$ cat src/core/mcr_pkg.sv
// Purpose: shared constants and carriers for the mode configuration register
// Assumes: 50 MHz core clock, command bus decoded upstream
// Notes:   field positions and timing counts used by the design live here
package mcr_pkg;

  localparam logic [7:0]  MODE_CMD_CODE  = 8'hd1;
  localparam logic [15:0] MODE_RESET_VAL = 16'h0000;
  localparam logic [15:0] MODE_RD_MASK   = 16'h2cff;

  localparam int ALERT_BIT   = 13;
  localparam int RESTART_BIT = 11;
  localparam int LOCK_BIT    = 10;
  localparam int CONV_LO     = 6;
  localparam int AVG_LO      = 4;
  localparam int DEPTH_LO    = 0;

  localparam int CLK_MHZ    = 50;
  localparam int SEQ_WIN_MS = 8;
  localparam int SEQ_WIN_CYC = SEQ_WIN_MS * 1000 * CLK_MHZ;

  localparam int LOCK_CYCLE_MAX = 256;

  // base conversion time in us for code 0, and its cycle count
  localparam int CONV_BASE_US = 1;
  localparam int CONV_BASE_CYC = CONV_BASE_US * CLK_MHZ;

  typedef struct packed {
    logic        wr_en;
    logic        rd_en;
    logic [7:0]  cmd;
    logic [15:0] wdata;
  } mcr_cmd_t;

  typedef struct packed {
    logic [1:0] conv_sel;
    logic [1:0] avg_sel;
    logic [3:0] depth_sel;
  } mcr_adc_cfg_t;

  typedef enum logic [1:0] {SEQ_IDLE, SEQ_SET1, SEQ_CLR} mcr_seq_state_t;

endpackage

$ cat src/core/mcr_seq_det.sv
// Purpose: detects a set, clear, set pattern on one bit within a window
// Assumes: bit_val is the bit value being written, wr_stb marks each write
// Notes:   a window that runs out drops the partial pattern
module mcr_seq_det #(
  parameter int WIN_CYC = mcr_pkg::SEQ_WIN_CYC
) (
  input  wire logic core_clk,
  input  wire logic rst_n,
  input  wire logic clk_en,
  input  wire logic wr_stb,
  input  wire logic bit_val,
  output logic      hit
);

  // refuse a window shorter than two cycles
  if (WIN_CYC < 2)
  begin : g_bad_win
    $error("window too short");
  end

  localparam int CW = $clog2(WIN_CYC + 1);

  mcr_pkg::mcr_seq_state_t st_r, st_nxt;
  logic [CW-1:0]           cnt_r, cnt_nxt;
  logic                    hit_r, hit_nxt;

  // sequence tracking and window timer
  always_comb
  begin
    st_nxt  = st_r;
    cnt_nxt = cnt_r;
    hit_nxt = 1'b0;
    if (st_r != mcr_pkg::SEQ_IDLE)
      cnt_nxt = cnt_r + CW'(1);
    if (st_r != mcr_pkg::SEQ_IDLE && cnt_r >= CW'(WIN_CYC))
    begin
      st_nxt  = mcr_pkg::SEQ_IDLE; // RL13
      cnt_nxt = '0;
    end
    if (wr_stb)
    begin
      unique case (st_r)
        mcr_pkg::SEQ_IDLE:
          if (bit_val)
          begin
            st_nxt  = mcr_pkg::SEQ_SET1;
            cnt_nxt = '0;
          end
        mcr_pkg::SEQ_SET1:
          if (!bit_val && cnt_r < CW'(WIN_CYC))
            st_nxt = mcr_pkg::SEQ_CLR;
        mcr_pkg::SEQ_CLR:
          if (bit_val && cnt_r < CW'(WIN_CYC))
          begin
            hit_nxt = 1'b1; // RL3 RL4
            st_nxt  = mcr_pkg::SEQ_IDLE;
            cnt_nxt = '0;
          end
        default:
          st_nxt = mcr_pkg::SEQ_IDLE;
      endcase
    end
  end

  // state registers
  always_ff @(posedge core_clk or negedge rst_n)
  begin
    if (!rst_n)
    begin
      st_r  <= mcr_pkg::SEQ_IDLE;
      cnt_r <= '0;
      hit_r <= 1'b0;
    end
    else if (clk_en)
    begin
      st_r  <= st_nxt;
      cnt_r <= cnt_nxt;
      hit_r <= hit_nxt;
    end
  end

  assign hit = hit_r;

endmodule // mcr_seq_det

$ cat src/core/mcr_mode_reg.sv
// Purpose: mode configuration register with restart and lock sequences
// Assumes: command decode upstream presents one-cycle read/write strobes
// Notes:   restart and lock each use their own sequence detector
//
// Contract
// RL1 - bits 15:14, 12 and 9:8 always read back as zero.
// RL2 - alert bit clear: no alert response answer; set: answer.
// RL3 - restart only after set, clear, set on bit 11 within 8ms.
// RL4 - locked state only after set, clear, set on bit 10 within 8ms.
// RL5 - successful password unlock clears bit 10 automatically.
// RL6 - host keeps lock/unlock cycles to 256 per reset.
// RL7 - bits 7:6 select conversion time of 1, 2, 4 or 8 us.
// RL8 - bits 5:4 select no averaging, or 2, 4, 8 samples.
// RL9 - bits 3:0 select 2^code current samples, up to 32768.
// RL10 - host leaves the register alone while supplies run.
// RL11 - unlock password is upper four bytes of serial text field.
// RL12 - lock flag, bit 7 of vendor status, shows protected state live.
// RL13 - unfinished sequence outside window is dropped, restart from next set.
// RL14 - restart and lock sequences use independent timers.
module mcr_mode_reg #(
  parameter int SEQ_WIN_CYC = mcr_pkg::SEQ_WIN_CYC
) (
  input  wire logic                  core_clk,
  input  wire logic                  rst_n,
  input  wire logic                  clk_en,
  input  wire mcr_pkg::mcr_cmd_t     cmd_in,
  input  wire logic [31:0]           pw_try,
  input  wire logic                  pw_try_stb,
  input  wire logic [63:0]           serial_text_field,
  input  wire logic                  ara_query,
  output logic [15:0]                rd_data,
  output logic                       rd_valid,
  output logic                       ara_answer,
  output logic                       restart_pulse,
  output logic                       locked,
  output logic [7:0]                 vendor_status_flags,
  output mcr_pkg::mcr_adc_cfg_t      adc_cfg,
  output logic [15:0]                conv_time_cyc,
  output logic [3:0]                 avg_samples,
  output logic [15:0]                current_avg_count,
  output logic [7:0]                 lock_cycle_cnt
);

  logic [15:0] mode_configuration_r, mode_configuration_nxt;
  logic [15:0] rd_data_r, rd_data_nxt;
  logic        rd_valid_r, rd_valid_nxt;
  logic        ara_r, ara_nxt;
  logic        locked_r, locked_nxt;
  logic        restart_r;
  logic [15:0] conv_r, conv_nxt;
  logic [3:0]  avg_r, avg_nxt;
  logic [15:0] depth_r, depth_nxt;
  logic [7:0]  lcnt_r, lcnt_nxt;
  logic        wr_hit;
  logic        rd_hit;
  logic        rst_hit;
  logic        lock_hit;
  logic        unlock_ok;

  assign wr_hit = cmd_in.wr_en && cmd_in.cmd == mcr_pkg::MODE_CMD_CODE;
  assign rd_hit = cmd_in.rd_en && cmd_in.cmd == mcr_pkg::MODE_CMD_CODE;
  // password compare on upper serial bytes only
  assign unlock_ok = pw_try_stb && locked_r
                     && pw_try == serial_text_field[63:32]; // RL11

  // independent detectors for restart and lock
  mcr_seq_det #(.WIN_CYC(SEQ_WIN_CYC)) u_restart_det ( // RL14
    .core_clk (core_clk),
    .rst_n    (rst_n),
    .clk_en   (clk_en),
    .wr_stb   (wr_hit),
    .bit_val  (cmd_in.wdata[mcr_pkg::RESTART_BIT]),
    .hit      (rst_hit)
  );

  mcr_seq_det #(.WIN_CYC(SEQ_WIN_CYC)) u_lock_det ( // RL14
    .core_clk (core_clk),
    .rst_n    (rst_n),
    .clk_en   (clk_en),
    .wr_stb   (wr_hit),
    .bit_val  (cmd_in.wdata[mcr_pkg::LOCK_BIT]),
    .hit      (lock_hit)
  );

  // register contents, readback and derived settings
  always_comb
  begin
    mode_configuration_nxt = mode_configuration_r;
    if (wr_hit)
      mode_configuration_nxt = cmd_in.wdata & mcr_pkg::MODE_RD_MASK; // RL1
    if (unlock_ok)
      mode_configuration_nxt[mcr_pkg::LOCK_BIT] = 1'b0; // RL5
    rd_valid_nxt = rd_hit;
    rd_data_nxt  = rd_hit ? (mode_configuration_r & mcr_pkg::MODE_RD_MASK)
                          : rd_data_r; // RL1
    ara_nxt = ara_query && mode_configuration_r[mcr_pkg::ALERT_BIT]; // RL2
    locked_nxt = locked_r;
    lcnt_nxt   = lcnt_r;
    if (lock_hit && !locked_r)
    begin
      locked_nxt = 1'b1; // RL4
      if (lcnt_r != 8'hff)
        lcnt_nxt = lcnt_r + 8'h01; // RL6
    end
    if (unlock_ok)
      locked_nxt = 1'b0; // RL5
    conv_nxt = 16'(mcr_pkg::CONV_BASE_CYC)
               << mode_configuration_r[mcr_pkg::CONV_LO +: 2]; // RL7
    unique case (mode_configuration_r[mcr_pkg::AVG_LO +: 2]) // RL8
      2'h0:    avg_nxt = 4'h1;
      2'h1:    avg_nxt = 4'h2;
      2'h2:    avg_nxt = 4'h4;
      default: avg_nxt = 4'h8;
    endcase
    depth_nxt = 16'h0001
                << mode_configuration_r[mcr_pkg::DEPTH_LO +: 4]; // RL9
  end

  // state registers
  always_ff @(posedge core_clk or negedge rst_n)
  begin
    if (!rst_n)
    begin
      mode_configuration_r <= mcr_pkg::MODE_RESET_VAL;
      rd_data_r            <= 16'h0000;
      rd_valid_r           <= 1'b0;
      ara_r                <= 1'b0;
      locked_r             <= 1'b0;
      restart_r            <= 1'b0;
      conv_r               <= 16'h0000;
      avg_r                <= 4'h0;
      depth_r              <= 16'h0000;
      lcnt_r               <= 8'h00;
    end
    else if (clk_en)
    begin
      mode_configuration_r <= mode_configuration_nxt;
      rd_data_r            <= rd_data_nxt;
      rd_valid_r           <= rd_valid_nxt;
      ara_r                <= ara_nxt;
      locked_r             <= locked_nxt;
      restart_r            <= rst_hit; // RL3
      conv_r               <= conv_nxt;
      avg_r                <= avg_nxt;
      depth_r              <= depth_nxt;
      lcnt_r               <= lcnt_nxt;
    end
  end

  assign rd_data             = rd_data_r;
  assign rd_valid            = rd_valid_r;
  assign ara_answer          = ara_r;
  assign restart_pulse       = restart_r;
  assign locked              = locked_r;
  assign vendor_status_flags = {locked_r, 7'h00}; // RL12
  // adc fields straight from the stored register bits
  assign adc_cfg             = '{
    conv_sel:  mode_configuration_r[mcr_pkg::CONV_LO +: 2],
    avg_sel:   mode_configuration_r[mcr_pkg::AVG_LO +: 2],
    depth_sel: mode_configuration_r[mcr_pkg::DEPTH_LO +: 4]};
  assign conv_time_cyc       = conv_r;
  assign avg_samples         = avg_r;
  assign current_avg_count   = depth_r;
  assign lock_cycle_cnt      = lcnt_r;

endmodule // mcr_mode_reg

$ cat config.mk
export PLATFORM = sky130hd
export DESIGN_NAME = mcr_mode_reg
export DESIGN_NICKNAME = d
export VERILOG_FILES = /design/src/core/mcr_pkg.sv /design/src/core/mcr_seq_det.sv /design/src/core/mcr_mode_reg.sv
export SDC_FILE = /design/constraint.sdc
export NUM_CORES = 1
export LEC_CHECK = 0
export BUFFER_PORTS_ARGS = -buffer_cell sky130_fd_sc_hd__clkbuf_2
export CAP_MARGIN = 40
export CORE_AREA = 2 2 158 160
export DETAILED_ROUTE_END_ITERATION = 6
export DIE_AREA = 0 0 160 162
export PLACE_DENSITY_LB_ADDON = 0.08
export SLEW_MARGIN = 0
export SYNTH_ARGS = -nofsm -noshare
export SYNTH_HDL_FRONTEND = slang
export SYNTH_SLANG_ARGS = --single-unit
$ cat constraint.sdc
create_clock -name core_clk -period 4.1 [get_ports core_clk]
set_clock_uncertainty 0.05 [all_clocks]
set_input_delay 0.205 -clock core_clk [delete_from_list [all_inputs] [get_ports core_clk]]
set_output_delay 0.205 -clock core_clk [all_outputs]
set_load 0.01 [all_outputs]
==> flow_metrics.env, run 1 <==
export IMPL_wl_microns=16500
export IMPL_antenna_diode_count=0
export IMPL_numCtsBuffers=9
export IMPL_synth_sequential_area_ratio_pct=44.4
export IMPL_r2r_start="u_restart_det.cnt_r[16]"
export IMPL_end_of_the_critical_path="u_restart_det.cnt_r[7]"
export IMPL_fraction_of_layout_cells_with_a_size_suffix_above_1_pct=27.0
export IMPL_clkLatencyLatePin_ns=0.35
export IMPL_synth_area_sq_um=5980
export IMPL_ys_warnings_count=0
export IMPL_synthesis_stage_register_bit_count=106
export IMPL_timing_final_setup_violations=0
export IMPL_path_max_fanout=26
export IMPL_synth_top_area_cell="sky130_fd_sc_hd__dfrtp_1"
export IMPL_power_ir_vdd_worst_mv=0.194
export IMPL_via_per_inst=4.70
export IMPL_portBuffers=149
export IMPL_clock_root_buffer_master="sky130_fd_sc_hd__clkbuf_16"
export IMPL_synth_cell_types=57
export IMPL_synthToLayoutAreaGrowth_pct=21.1
export IMPL_global_route_usage_met2_pct=22.2
export IMPL_netlist_area_leader_share_pct=44.4
export IMPL_worstPathRequired_ns=4.30
export IMPL_wl_per_cell_microns=15.2
export IMPL_min_period_over_period_pct=56.7
export IMPL_worst_slew_pin_slew_ns=0.795
export IMPL_place_congestion=0.744
export IMPL_run_status="finished, final reports clean"
export IMPL_synth_area_leaders="sky130_fd_sc_hd__dfrtp_1 (44%), sky130_fd_sc_hd__xor2_1 (5.3%), sky130_fd_sc_hd__a31oi_1 (5.0%)"
export IMPL_rsz0062_at_grt="no"
export IMPL_hold_class="input port to flop"
export IMPL_htreeDepth=3
export IMPL_synth_main_ff_cell="sky130_fd_sc_hd__dfrtp_1"
export IMPL_grt_util_met1_pct=16.6
export IMPL_hold_slack_ns=0.0158
export IMPL_timing_setup_tns_ns=0
export IMPL_drv_slew=0
export IMPL_synthesis_area_per_instance_sq_um=9.57
export IMPL_grt_pass1_wl_microns=27100
export IMPL_grt_start_max_net_pins=62
export IMPL_worstSetupStartpoint="u_restart_det.cnt_r[16]"
export IMPL_top_ports=207
export IMPL_clock_sinks=106
export IMPL_max_cap_viol_count=0
export IMPL_globalRouteTotalUtil_pct=12.9
export IMPL_antenna_found_initial=0
export IMPL_tritoncts="built"
export IMPL_total_leakage_power_nw=3.46
export IMPL_slew_hr_pct=47.0
export IMPL_path_class="flop to flop"
export IMPL_timing_reg2reg_worst_path_depth=4
export IMPL_ys_async_sr_fraction_pct=100
export IMPL_die_h_microns=162
export IMPL_busiest_layer="met2"
export IMPL_vias_after_detailed_routing=5097
export IMPL_floorplan_core_area_sq_um=24100
export IMPL_remaining_drc_errors=0
export IMPL_placement_rows=57
export IMPL_timing_reg2reg_setup_slack_ns=1.78
export IMPL_cts_reportedPaths_clkPinSlew_ns=0.08
export IMPL_die_area_sq_um=25900
export IMPL_hold_violations=0
export IMPL_timing_critical_path_from_type="flop"
export IMPL_finalCriticalPeriod_ns=2.32
export IMPL_ant_nets=0
export IMPL_fmax_mhz=430
export IMPL_cellPowerDensity_nw_per_um2=333
export IMPL_synth_edff_count=0
export IMPL_first_global_vias=5049
export IMPL_initial_core_util_pct=24.8
export IMPL_netlist_instances=625
export IMPL_finish_net_count=891
export IMPL_global_route_overflow_total=0
export IMPL_worstPathArrival_ns=2.53
export IMPL_router_iterations_before_antenna_repair=4
export IMPL_worst_setup_path_end_kind="flop"
export IMPL_max_clock_path_buffers=2
export IMPL_detailed_place_hpwl_microns=11500
export IMPL_number_of_design_rule_violations_left_by_the_first_detailed_router_iteration=310
export IMPL_endpoint_of_the_lowest_slack_register_to_register_path="u_restart_det.cnt_r[7]"
export IMPL_worst_hold_startpoint="cmd_in[6]"
export IMPL_met3_usage_pct=2.35
export IMPL_floorplan_die_width_microns=160
## cells in the final DEF, fill, tap and decap left out, types with 4 or more instances in the layout
cell                            Yosys  final
sky130_fd_sc_hd__ha_1               9      9
sky130_fd_sc_hd__and2_1             6      6
sky130_fd_sc_hd__o22ai_1           10     10
sky130_fd_sc_hd__nor2b_1           10     10
sky130_fd_sc_hd__mux2_2            20     20
sky130_fd_sc_hd__dfrtp_1          106    106
sky130_fd_sc_hd__nor4_1             9      9
sky130_fd_sc_hd__a21oi_1            8      8
sky130_fd_sc_hd__o211ai_1           4      4
sky130_fd_sc_hd__nand4_1           25     25
sky130_fd_sc_hd__conb_1             1     20
sky130_fd_sc_hd__a41oi_1            4      4
sky130_fd_sc_hd__xor2_1            36     36
sky130_fd_sc_hd__o21ai_0           31     31
sky130_fd_sc_hd__nor2_1            15     15
sky130_fd_sc_hd__nand2_1           47     47
sky130_fd_sc_hd__nor3_1             6      6
sky130_fd_sc_hd__a31oi_1           48     48
sky130_fd_sc_hd__and4_1             9      9
sky130_fd_sc_hd__o2111ai_1          5      5
sky130_fd_sc_hd__buf_4             33      8
sky130_fd_sc_hd__clkbuf_2           0    148
sky130_fd_sc_hd__clkbuf_16          0      9
sky130_fd_sc_hd__and3_1            10     10
sky130_fd_sc_hd__xnor2_1            5      5
sky130_fd_sc_hd__nand3_1           49     49
sky130_fd_sc_hd__inv_1             44     44
sky130_fd_sc_hd__dlygate4sd3_1      0      9
## logic make-up after synthesis
kind of cell,Yosys count,share of synthesized area (%)
flops,106,44.4
fa+ha+maj,9,1.88
simple gates,201,18.9
other cells,1,0.0627
compound gates,138,15.7
buf+inv,109,9.33
xor+xnor,41,6.01
mux,20,3.77
## registers in the layout, summed over array words and instances, names as in the netlist, 2 cells and up
name                  cells
u_restart_det.st_r        2
mode_configuration_r     11
lock_cycle_cnt            8
rd_data                  11
u_restart_det.cnt_r      19
u_lock_det.cnt_r         19
avg_samples               4
conv_time_cyc             8
current_avg_count        16
u_lock_det.st_r           2
## worst min path at each step
stage / endpoint / slack [ns] / depth (start not counted)
floorplan: ara_answer / -0.14 / 0
global placement: current_avg_count[6] / 0.31 / 1
detailed placement: current_avg_count[2] / 0.31 / 1
CTS: mode_configuration_r[6] / 0.0004 / 3
global route: mode_configuration_r[6] / 0.008 / 3
finish: mode_configuration_r[6] / 0.02 / 3
## synth_stat cells, types with 9 or more instances
master and number:
sky130_fd_sc_hd__a31oi_1 48, sky130_fd_sc_hd__and3_1 10, sky130_fd_sc_hd__and4_1 9, sky130_fd_sc_hd__buf_4 33
sky130_fd_sc_hd__clkbuf_1 18, sky130_fd_sc_hd__dfrtp_1 106, sky130_fd_sc_hd__ha_1 9, sky130_fd_sc_hd__inv_1 44
sky130_fd_sc_hd__mux2_2 20, sky130_fd_sc_hd__nand2_1 47, sky130_fd_sc_hd__nand3_1 49, sky130_fd_sc_hd__nand4_1 25
sky130_fd_sc_hd__nor2_1 15, sky130_fd_sc_hd__nor2b_1 10, sky130_fd_sc_hd__nor4_1 9, sky130_fd_sc_hd__o21ai_0 31
sky130_fd_sc_hd__o22ai_1 10, sky130_fd_sc_hd__xor2_1 36
## layout make-up
type                    instances  area [sq um]
multi-input cells             429          2840
clock inverters                 6          56.3
flip-flops and latches        106          2650
inverters                      44           165
clock buffers                  10           229
repair buffers                165           891
fillers                      2627         16900
well taps                     324           405
## layer usage
metal | vias to the layer above | part of all wire, %
met4 | 0 | 1.2
met2 | 153 | 49
li1 | 2469 | -
met3 | 16 | 4.6
met5 | - | 0
met1 | 2459 | 46
## through the flow
stage	instances	utilization, %	worst slack, ns	instance area (sq um)	total power, mW
2_1_floorplan	644	-	2.38	6050	1.42
3_3_place_gp	1058	28.4	1.69	6860	1.55
3_5_place_dp	1059	28.5	1.70	6860	1.56
4_1_cts	1084	30.0	1.76	7240	2.45
5_1_grt	1084	30.0	1.63	7240	2.55
6_report	1084	30.0	1.78	7240	2.41
## where the power goes
part / internal (mW) / switching (mW)
Clock: 0.429 / 0.438
Sequential: 1.11 / 0.0878
Combinational: 0.140 / 0.207
Total: 1.68 / 0.733
## worst max-delay path: stages, from the launching register on
cell                       delay (ns)
sky130_fd_sc_hd__dfrtp_1         0.43
sky130_fd_sc_hd__or4_4           0.57
sky130_fd_sc_hd__o21ai_4         0.55
sky130_fd_sc_hd__nand2_2         0.29
sky130_fd_sc_hd__o311ai_1        0.32
## repair_timing
item	in CTS	in global routing
hold buffers	9	0
resized for setup	0	0
hold endpoints to repair	67	0
buffers inserted	0	0
Note: power is estimated with default switching activity, not from simulation.
==> run 2, diff against run 1 <==
- ABC_AREA: not set -> 1
- CORE_AREA: 2 2 158 160 -> 2 2 164 166
- DIE_AREA: 0 0 160 162 -> 0 0 166 168
- clock period: 4.1 -> 2.1 ns (I/O delays scaled with it)
==> flow_metrics.env, run 2 <==
export IMPL_grt_start_max_net_pins=46
export IMPL_finalCriticalPeriod_ns=1.72
export IMPL_synthesis_stage_register_bit_count=106
export IMPL_detailed_place_hpwl_microns=12400
export IMPL_synth_edff_count=0
export IMPL_endpoint_of_the_lowest_slack_register_to_register_path="u_lock_det.cnt_r[18]"
export IMPL_post_synth_top_count_cell="sky130_fd_sc_hd__nand2_1"
export IMPL_grt_pass1_wl_microns=28600
export IMPL_timing_reg2reg_setup_slack_ns=0.38
export IMPL_vias_after_detailed_routing=5688
export IMPL_rsz0062_at_grt="no"
export IMPL_timing_final_setup_violations=0
export IMPL_clkLatencyLatePin_ns=0.35
export IMPL_worst_hold_startpoint="cmd_in[11]"
export IMPL_grt_util_met1_pct=17.6
export IMPL_clock_root_buffer_master="sky130_fd_sc_hd__clkbuf_16"
export IMPL_hold_class="input port to flop"
export IMPL_placed_area_sq_um=7450
export IMPL_timing_reg2reg_worst_path_depth=10
export IMPL_die_h_microns=168
export IMPL_min_delay_path_depth=3
export IMPL_global_route_usage_met2_pct=19.6
export IMPL_min_to="mode_configuration_r[11]"
export IMPL_initial_core_util_pct=24.5
export IMPL_ant_nets=0
export IMPL_most_common_cell_after_layout_fill_and_taps_aside="sky130_fd_sc_hd__nand2_1"
export IMPL_router_iterations_before_antenna_repair=4
export IMPL_ys_warnings_count=0
export IMPL_path_max_fanout=6
export IMPL_drv_slew=0
export IMPL_worst_setup_path_end_kind="flop"
export IMPL_synth_area_sq_um=6460
export IMPL_tritoncts="built"
export IMPL_synth_area_leaders="sky130_fd_sc_hd__dfrtp_1 (41%), sky130_fd_sc_hd__nand2_1 (17%), sky130_fd_sc_hd__inv_1 (5.7%)"
export IMPL_final_cell_mix="sky130_fd_sc_hd__nand2_1 (299), sky130_fd_sc_hd__clkbuf_2 (148), sky130_fd_sc_hd__dfrtp_1 (106)"
export IMPL_fmax_mhz=582
export IMPL_finish_net_count=1169
export IMPL_power_ir_vdd_worst_mv=0.334
export IMPL_hold_violations=0
export IMPL_run_status="finished, final reports clean"
export IMPL_synthesis_area_per_instance_sq_um=7.34
export IMPL_synth_main_ff_cell="sky130_fd_sc_hd__dfrtp_1"
export IMPL_ys_async_sr_fraction_pct=100
export IMPL_netlist_instances=881
export IMPL_placement_rows=60
export IMPL_clock_sinks=106
export IMPL_synth_top_area_cell="sky130_fd_sc_hd__dfrtp_1"
export IMPL_synthToLayoutAreaGrowth_pct=21.7
export IMPL_synth_sequential_area_ratio_pct=41.0
export IMPL_timing_critical_path_from_type="flop"
export IMPL_worstPathArrival_ns=1.92
export IMPL_antenna_found_initial=0
export IMPL_wl_per_cell_microns=12.2
export IMPL_top_ports=207
export IMPL_fraction_of_layout_cells_with_a_size_suffix_above_1_pct=21.3
export IMPL_max_cap_viol_count=0
export IMPL_first_global_vias=5572
export IMPL_wl_microns=16900
export IMPL_r2r_start="u_lock_det.cnt_r[0]"
export IMPL_number_of_design_rule_violations_left_by_the_first_detailed_router_iteration=300
export IMPL_netlist_area_leader_share_pct=41.0
export IMPL_timing_setup_tns_ns=0
export IMPL_global_route_overflow_total=0
export IMPL_numCtsBuffers=9
export IMPL_die_area_sq_um=27900
export IMPL_worst_slew_pin_slew_ns=0.547
export IMPL_min_period_over_period_pct=81.8
export IMPL_stdcell_area_sq_um=7870
export IMPL_max_clock_path_buffers=2
export IMPL_path_class="flop to flop"
export IMPL_worstPathRequired_ns=2.30
export IMPL_slew_hr_pct=63.5
export IMPL_synth_cell_types=41
export IMPL_remaining_drc_errors=0
export IMPL_via_per_inst=4.12
export IMPL_total_leakage_power_nw=4.30
export IMPL_cellPowerDensity_nw_per_um2=638
export IMPL_portBuffers=149
export IMPL_antenna_diode_count=0
export IMPL_floorplan_die_width_microns=166
export IMPL_htreeDepth=3
export IMPL_place_congestion=0.724
export IMPL_busiest_layer="met2"
export IMPL_synth_common_cells="sky130_fd_sc_hd__nand2_1 (299), sky130_fd_sc_hd__dfrtp_1 (106), sky130_fd_sc_hd__inv_1 (99)"
export IMPL_cts_setup_buffers=0
export IMPL_cts_reportedPaths_clkPinSlew_ns=0.08
export IMPL_globalRouteTotalUtil_pct=12.5
export IMPL_floorplan_core_area_sq_um=26400
export IMPL_met3_usage_pct=2.26
## run 2: metrics by stage
stage / util, % / hold WS (ns) / cells / power (mW) / worst slack, ns
detailed placement: 28.3 / 0.0817 / 1352 / 3.28 / 0.363
finish: 29.9 / 0.0102 / 1379 / 5.02 / 0.382
global route: 29.9 / 0.0260 / 1379 / 5.36 / 0.134
global placement: 28.3 / 0.0838 / 1352 / 3.28 / 0.379
CTS: 29.9 / 0.00130 / 1379 / 5.12 / 0.350
floorplan: - / -0.241 / 900 / 2.97 / 0.574
## run 2: cells by family after synthesis
group | Yosys count | synth area share, %
buffers and inverters | 153 | 11.5
AND/OR/NAND/NOR | 506 | 35.1
adder cells (fa/ha/maj) | 9 | 1.74
multiplexers | 1 | 0.174
AO/OA/AOI/OAI | 72 | 5.92
flip-flops | 106 | 41.0
other | 1 | 0.0580
XOR/XNOR | 33 | 4.47
## run 2: what timing repair did
action                     4_1_cts  5_1_grt
resized for setup                0        0
setup endpoints to repair        0        0
hold buffers                    11        0
hold endpoints to repair        46        0
## run 2: layout make-up
cell class                      count  area [sq um]
Fill cell                        2871         18500
Multi-Input combinational cell    641          3140
Sequential cell                   106          2650
Timing Repair Buffer              171           953
Tap cell                          341           427
Inverter                          104           390
Clock buffer                       10           239
Clock inverter                      6          67.6
## run 2: critical path, cell delays in order, from the launching register on
cell and delay, ns:
sky130_fd_sc_hd__dfrtp_1 0.42, sky130_fd_sc_hd__ha_1 0.21, sky130_fd_sc_hd__inv_1 0.05, sky130_fd_sc_hd__nor2_1 0.12
sky130_fd_sc_hd__nand2_1 0.16, sky130_fd_sc_hd__nor3_4 0.26, sky130_fd_sc_hd__nand3_1 0.11, sky130_fd_sc_hd__nand2_1 0.07
sky130_fd_sc_hd__nand2_1 0.05, sky130_fd_sc_hd__nand3_1 0.06, sky130_fd_sc_hd__nand2_1 0.06
## run 2: power by group
group	total, mW	switching, mW	leakage [nW]	internal [mW]
Sequential	2.37	0.178	1.36	2.19
Clock	1.78	0.897	0.152	0.883
Combinational	0.870	0.514	2.79	0.356
Total	5.02	1.59	4.30	3.43
## run 2: worst max path at each step
stage                         start                   end  slack, ns
3_5_place_dp    u_lock_det.cnt_r[0]  u_lock_det.cnt_r[18]       0.36
3_3_place_gp   u_lock_det.cnt_r[16]  u_lock_det.cnt_r[18]       0.38
6_report        u_lock_det.cnt_r[0]  u_lock_det.cnt_r[18]       0.38
2_1_floorplan     lock_cycle_cnt[0]     lock_cycle_cnt[7]       0.57
5_1_grt        u_lock_det.cnt_r[16]  u_lock_det.cnt_r[15]       0.13
4_1_cts         u_lock_det.cnt_r[0]  u_lock_det.cnt_r[18]       0.35
## run 2: metal layers
layer  routed length, microns  vias to the layer above  share of wire, %
li1                         -                     3000                 -
met1                     8590                     2513                51
met2                     7120                      165                42
met3                      944                       10               5.6
met4                      219                        0               1.3
met5                        0                        -                 0
==> run 3, diff against run 2 <==
- ABC_AREA: 1 -> 0
- CORE_AREA: 2 2 164 166 -> 2 2 158 160
- DIE_AREA: 0 0 166 168 -> 0 0 160 162
- clock period: 2.1 -> 1.76 ns (I/O delays scaled with it)
==> flow_metrics.env, run 3 (same netlist as run 1, synthesis figures left out) <==
export IMPL_rsz0062_at_grt="yes"
export IMPL_place_detailed_instances=1115
export IMPL_cts_reportedPaths_clkPinSlew_ns=0.08
export IMPL_worst_slack_ns=-0.0177
export IMPL_clock_sinks=106
export IMPL_finish_net_count=959
export IMPL_timing_setup_tns_ns=-0.0430
export IMPL_numCtsBuffers=9
export IMPL_wl_per_cell_microns=14.9
export IMPL_stdcell_area_sq_um=8050
export IMPL_remaining_drc_errors=0
export IMPL_hold_class="input port to flop"
export IMPL_global_route_overflow_total=0
export IMPL_placed_area_sq_um=7310
export IMPL_finalPower_mw=5.94
export IMPL_grt_pass1_wl_microns=27500
export IMPL_number_of_design_rule_violations_left_by_the_first_detailed_router_iteration=280
export IMPL_critical_path_slowest_cell="sky130_fd_sc_hd__or4_4"
export IMPL_final_cell_mix="sky130_fd_sc_hd__clkbuf_2 (148), sky130_fd_sc_hd__dfrtp_1 (103), sky130_fd_sc_hd__buf_4 (63)"
export IMPL_drv_slew=0
export IMPL_path_class="flop to flop"
export IMPL_cpMostUsedCell="sky130_fd_sc_hd__a31oi_1"
export IMPL_max_cap_viol_count=0
export IMPL_total_leakage_power_nw=3.89
export IMPL_crit_path_cell_trace="or4_4, o21ai_4, buf_6, clkbuf_16, a31oi_1, a31oi_1"
export IMPL_power_ir_vdd_worst_mv=0.453
export IMPL_worst_setup_path_end_kind="flop"
export IMPL_worst_slew_pin_slew_ns=0.681
export IMPL_worstPathRequired_ns=1.98
export IMPL_instances_no_fill=1152
export IMPL_first_global_vias=5250
export IMPL_grt_start_max_net_pins=107
export IMPL_portBuffers=149
export IMPL_clock_root_buffer_master="sky130_fd_sc_hd__clkbuf_16"
export IMPL_number_of_inserted_filler_cells_in_the_final_layout=2553
export IMPL_router_iterations_before_antenna_repair=5
export IMPL_floorplan_core_area_sq_um=24100
export IMPL_tritoncts="built"
export IMPL_violations="negative setup slack"
export IMPL_run_status="finished with violations"
export IMPL_critPathMaxStageDelay_ns=0.57
export IMPL_path_max_fanout=6
export IMPL_htreeDepth=3
export IMPL_die_area_sq_um=25900
export IMPL_finalCriticalPeriod_ns=1.78
export IMPL_max_clock_path_buffers=2
export IMPL_place_congestion=0.765
export IMPL_initial_core_util_pct=24.8
export IMPL_antenna_diode_count=0
export IMPL_synthToLayoutAreaGrowth_pct=34.6
export IMPL_floorplan_die_width_microns=160
export IMPL_timing_critical_path_from_type="flop"
export IMPL_worstPathArrival_ns=1.99
export IMPL_clkLatencyLatePin_ns=0.36
export IMPL_top_ports=207
export IMPL_cellPowerDensity_nw_per_um2=739
export IMPL_antenna_found_initial=0
export IMPL_most_common_cell_after_layout_fill_and_taps_aside="sky130_fd_sc_hd__clkbuf_2"
export IMPL_placement_rows=57
export IMPL_wl_microns=17200
export IMPL_dp_worst_setup_slack_ns=-0.0637
export IMPL_fmax_mhz=563
export IMPL_hold_slack_ns=0.0275
export IMPL_globalRouteTotalUtil_pct=13.0
export IMPL_die_h_microns=162
export IMPL_hold_violations=0
export IMPL_ant_nets=0
export IMPL_min_period_over_period_pct=101
export IMPL_timing_final_setup_violations=6
export IMPL_vias_after_detailed_routing=5385
export IMPL_detailed_place_hpwl_microns=12000
export IMPL_utilization_pct=33.4
export IMPL_via_per_inst=4.67
export IMPL_slew_hr_pct=54.6
export IMPL_fraction_of_layout_cells_with_a_size_suffix_above_1_pct=36.0
## run 3: cell count changes in the layout (fill, tap and decap cells not counted), moves of 15 or more
cell and change:
sky130_fd_sc_hd__a31oi_1 +42, sky130_fd_sc_hd__buf_4 +52, sky130_fd_sc_hd__inv_1 -55, sky130_fd_sc_hd__mux2_2 +19, sky130_fd_sc_hd__nand2_1 -253, sky130_fd_sc_hd__nand3_1 -15
sky130_fd_sc_hd__nand4_1 +17, sky130_fd_sc_hd__nor2_1 -65, sky130_fd_sc_hd__o21ai_0 -19, sky130_fd_sc_hd__xor2_1 +20
## run 3: area by class of cell
cell class | count | area (sq um) | area share, %
multi-input combinational | 429 | 3020 | 37.5
sequential | 106 | 2660 | 33.0
timing repair buffer | 233 | 1490 | 18.5
tap | 324 | 405 | 5.04
clock buffer | 9 | 225 | 2.80
inverter | 44 | 165 | 2.05
clock inverter | 7 | 86.3 | 1.07
## run 3: power by group
| part | total (mW) | internal [mW] | switching [mW] |
|---|---|---|---|
| Clock | 2.16 | 1.13 | 1.02 |
| Sequential | 2.73 | 2.58 | 0.149 |
| Combinational | 1.06 | 0.467 | 0.590 |
| Total | 5.94 | 4.18 | 1.76 |
## run 3: worst max-delay path, delay by kind of cell, from the launching register on
kind                   cells  cell delay, ns
and+or+nand+nor            1            0.57
DFF                        1            0.38
AOI/OAI and AO/OA          3            0.40
buffers and inverters      2            0.29
## run 3: what timing repair did
action / 4_1_cts / 5_1_grt
hold endpoints to repair: 116 / 0
pin swaps: 1 / 14
resized for setup: 5 / 34
buffers inserted: 3 / 4
hold buffers: 11 / 0
cloned: 0 / 3
setup endpoints to repair: 5 / 36
## run 3: worst paths after layout
kind / from / endpoint / slack [ns] / depth (start not counted)
worst max-delay path: u_restart_det.cnt_r[16] / u_restart_det.cnt_r[5] / -0.02 / 6
worst min-delay path: cmd_in[10] / mode_configuration_r[10] / 0.03 / 3
worst max register to register: u_restart_det.cnt_r[16] / u_restart_det.cnt_r[5] / -0.02 / 6
worst min register to register: lock_cycle_cnt[5] / lock_cycle_cnt[5] / 0.44 / 1
max in group asynchronous: rst_n / u_lock_det.cnt_r[7] / 0.88 / 3
min in group asynchronous: rst_n / current_avg_count[12] / 0.29 / 3
## run 3: per-layer routing
layer,share of wire [%],up-vias,track usage (%)
met5,0,-,0
met4,1.6,0,3.44
met3,4.8,19,2.76
met2,49,190,22.5
met1,44,2569,16.6
li1,-,2607,-
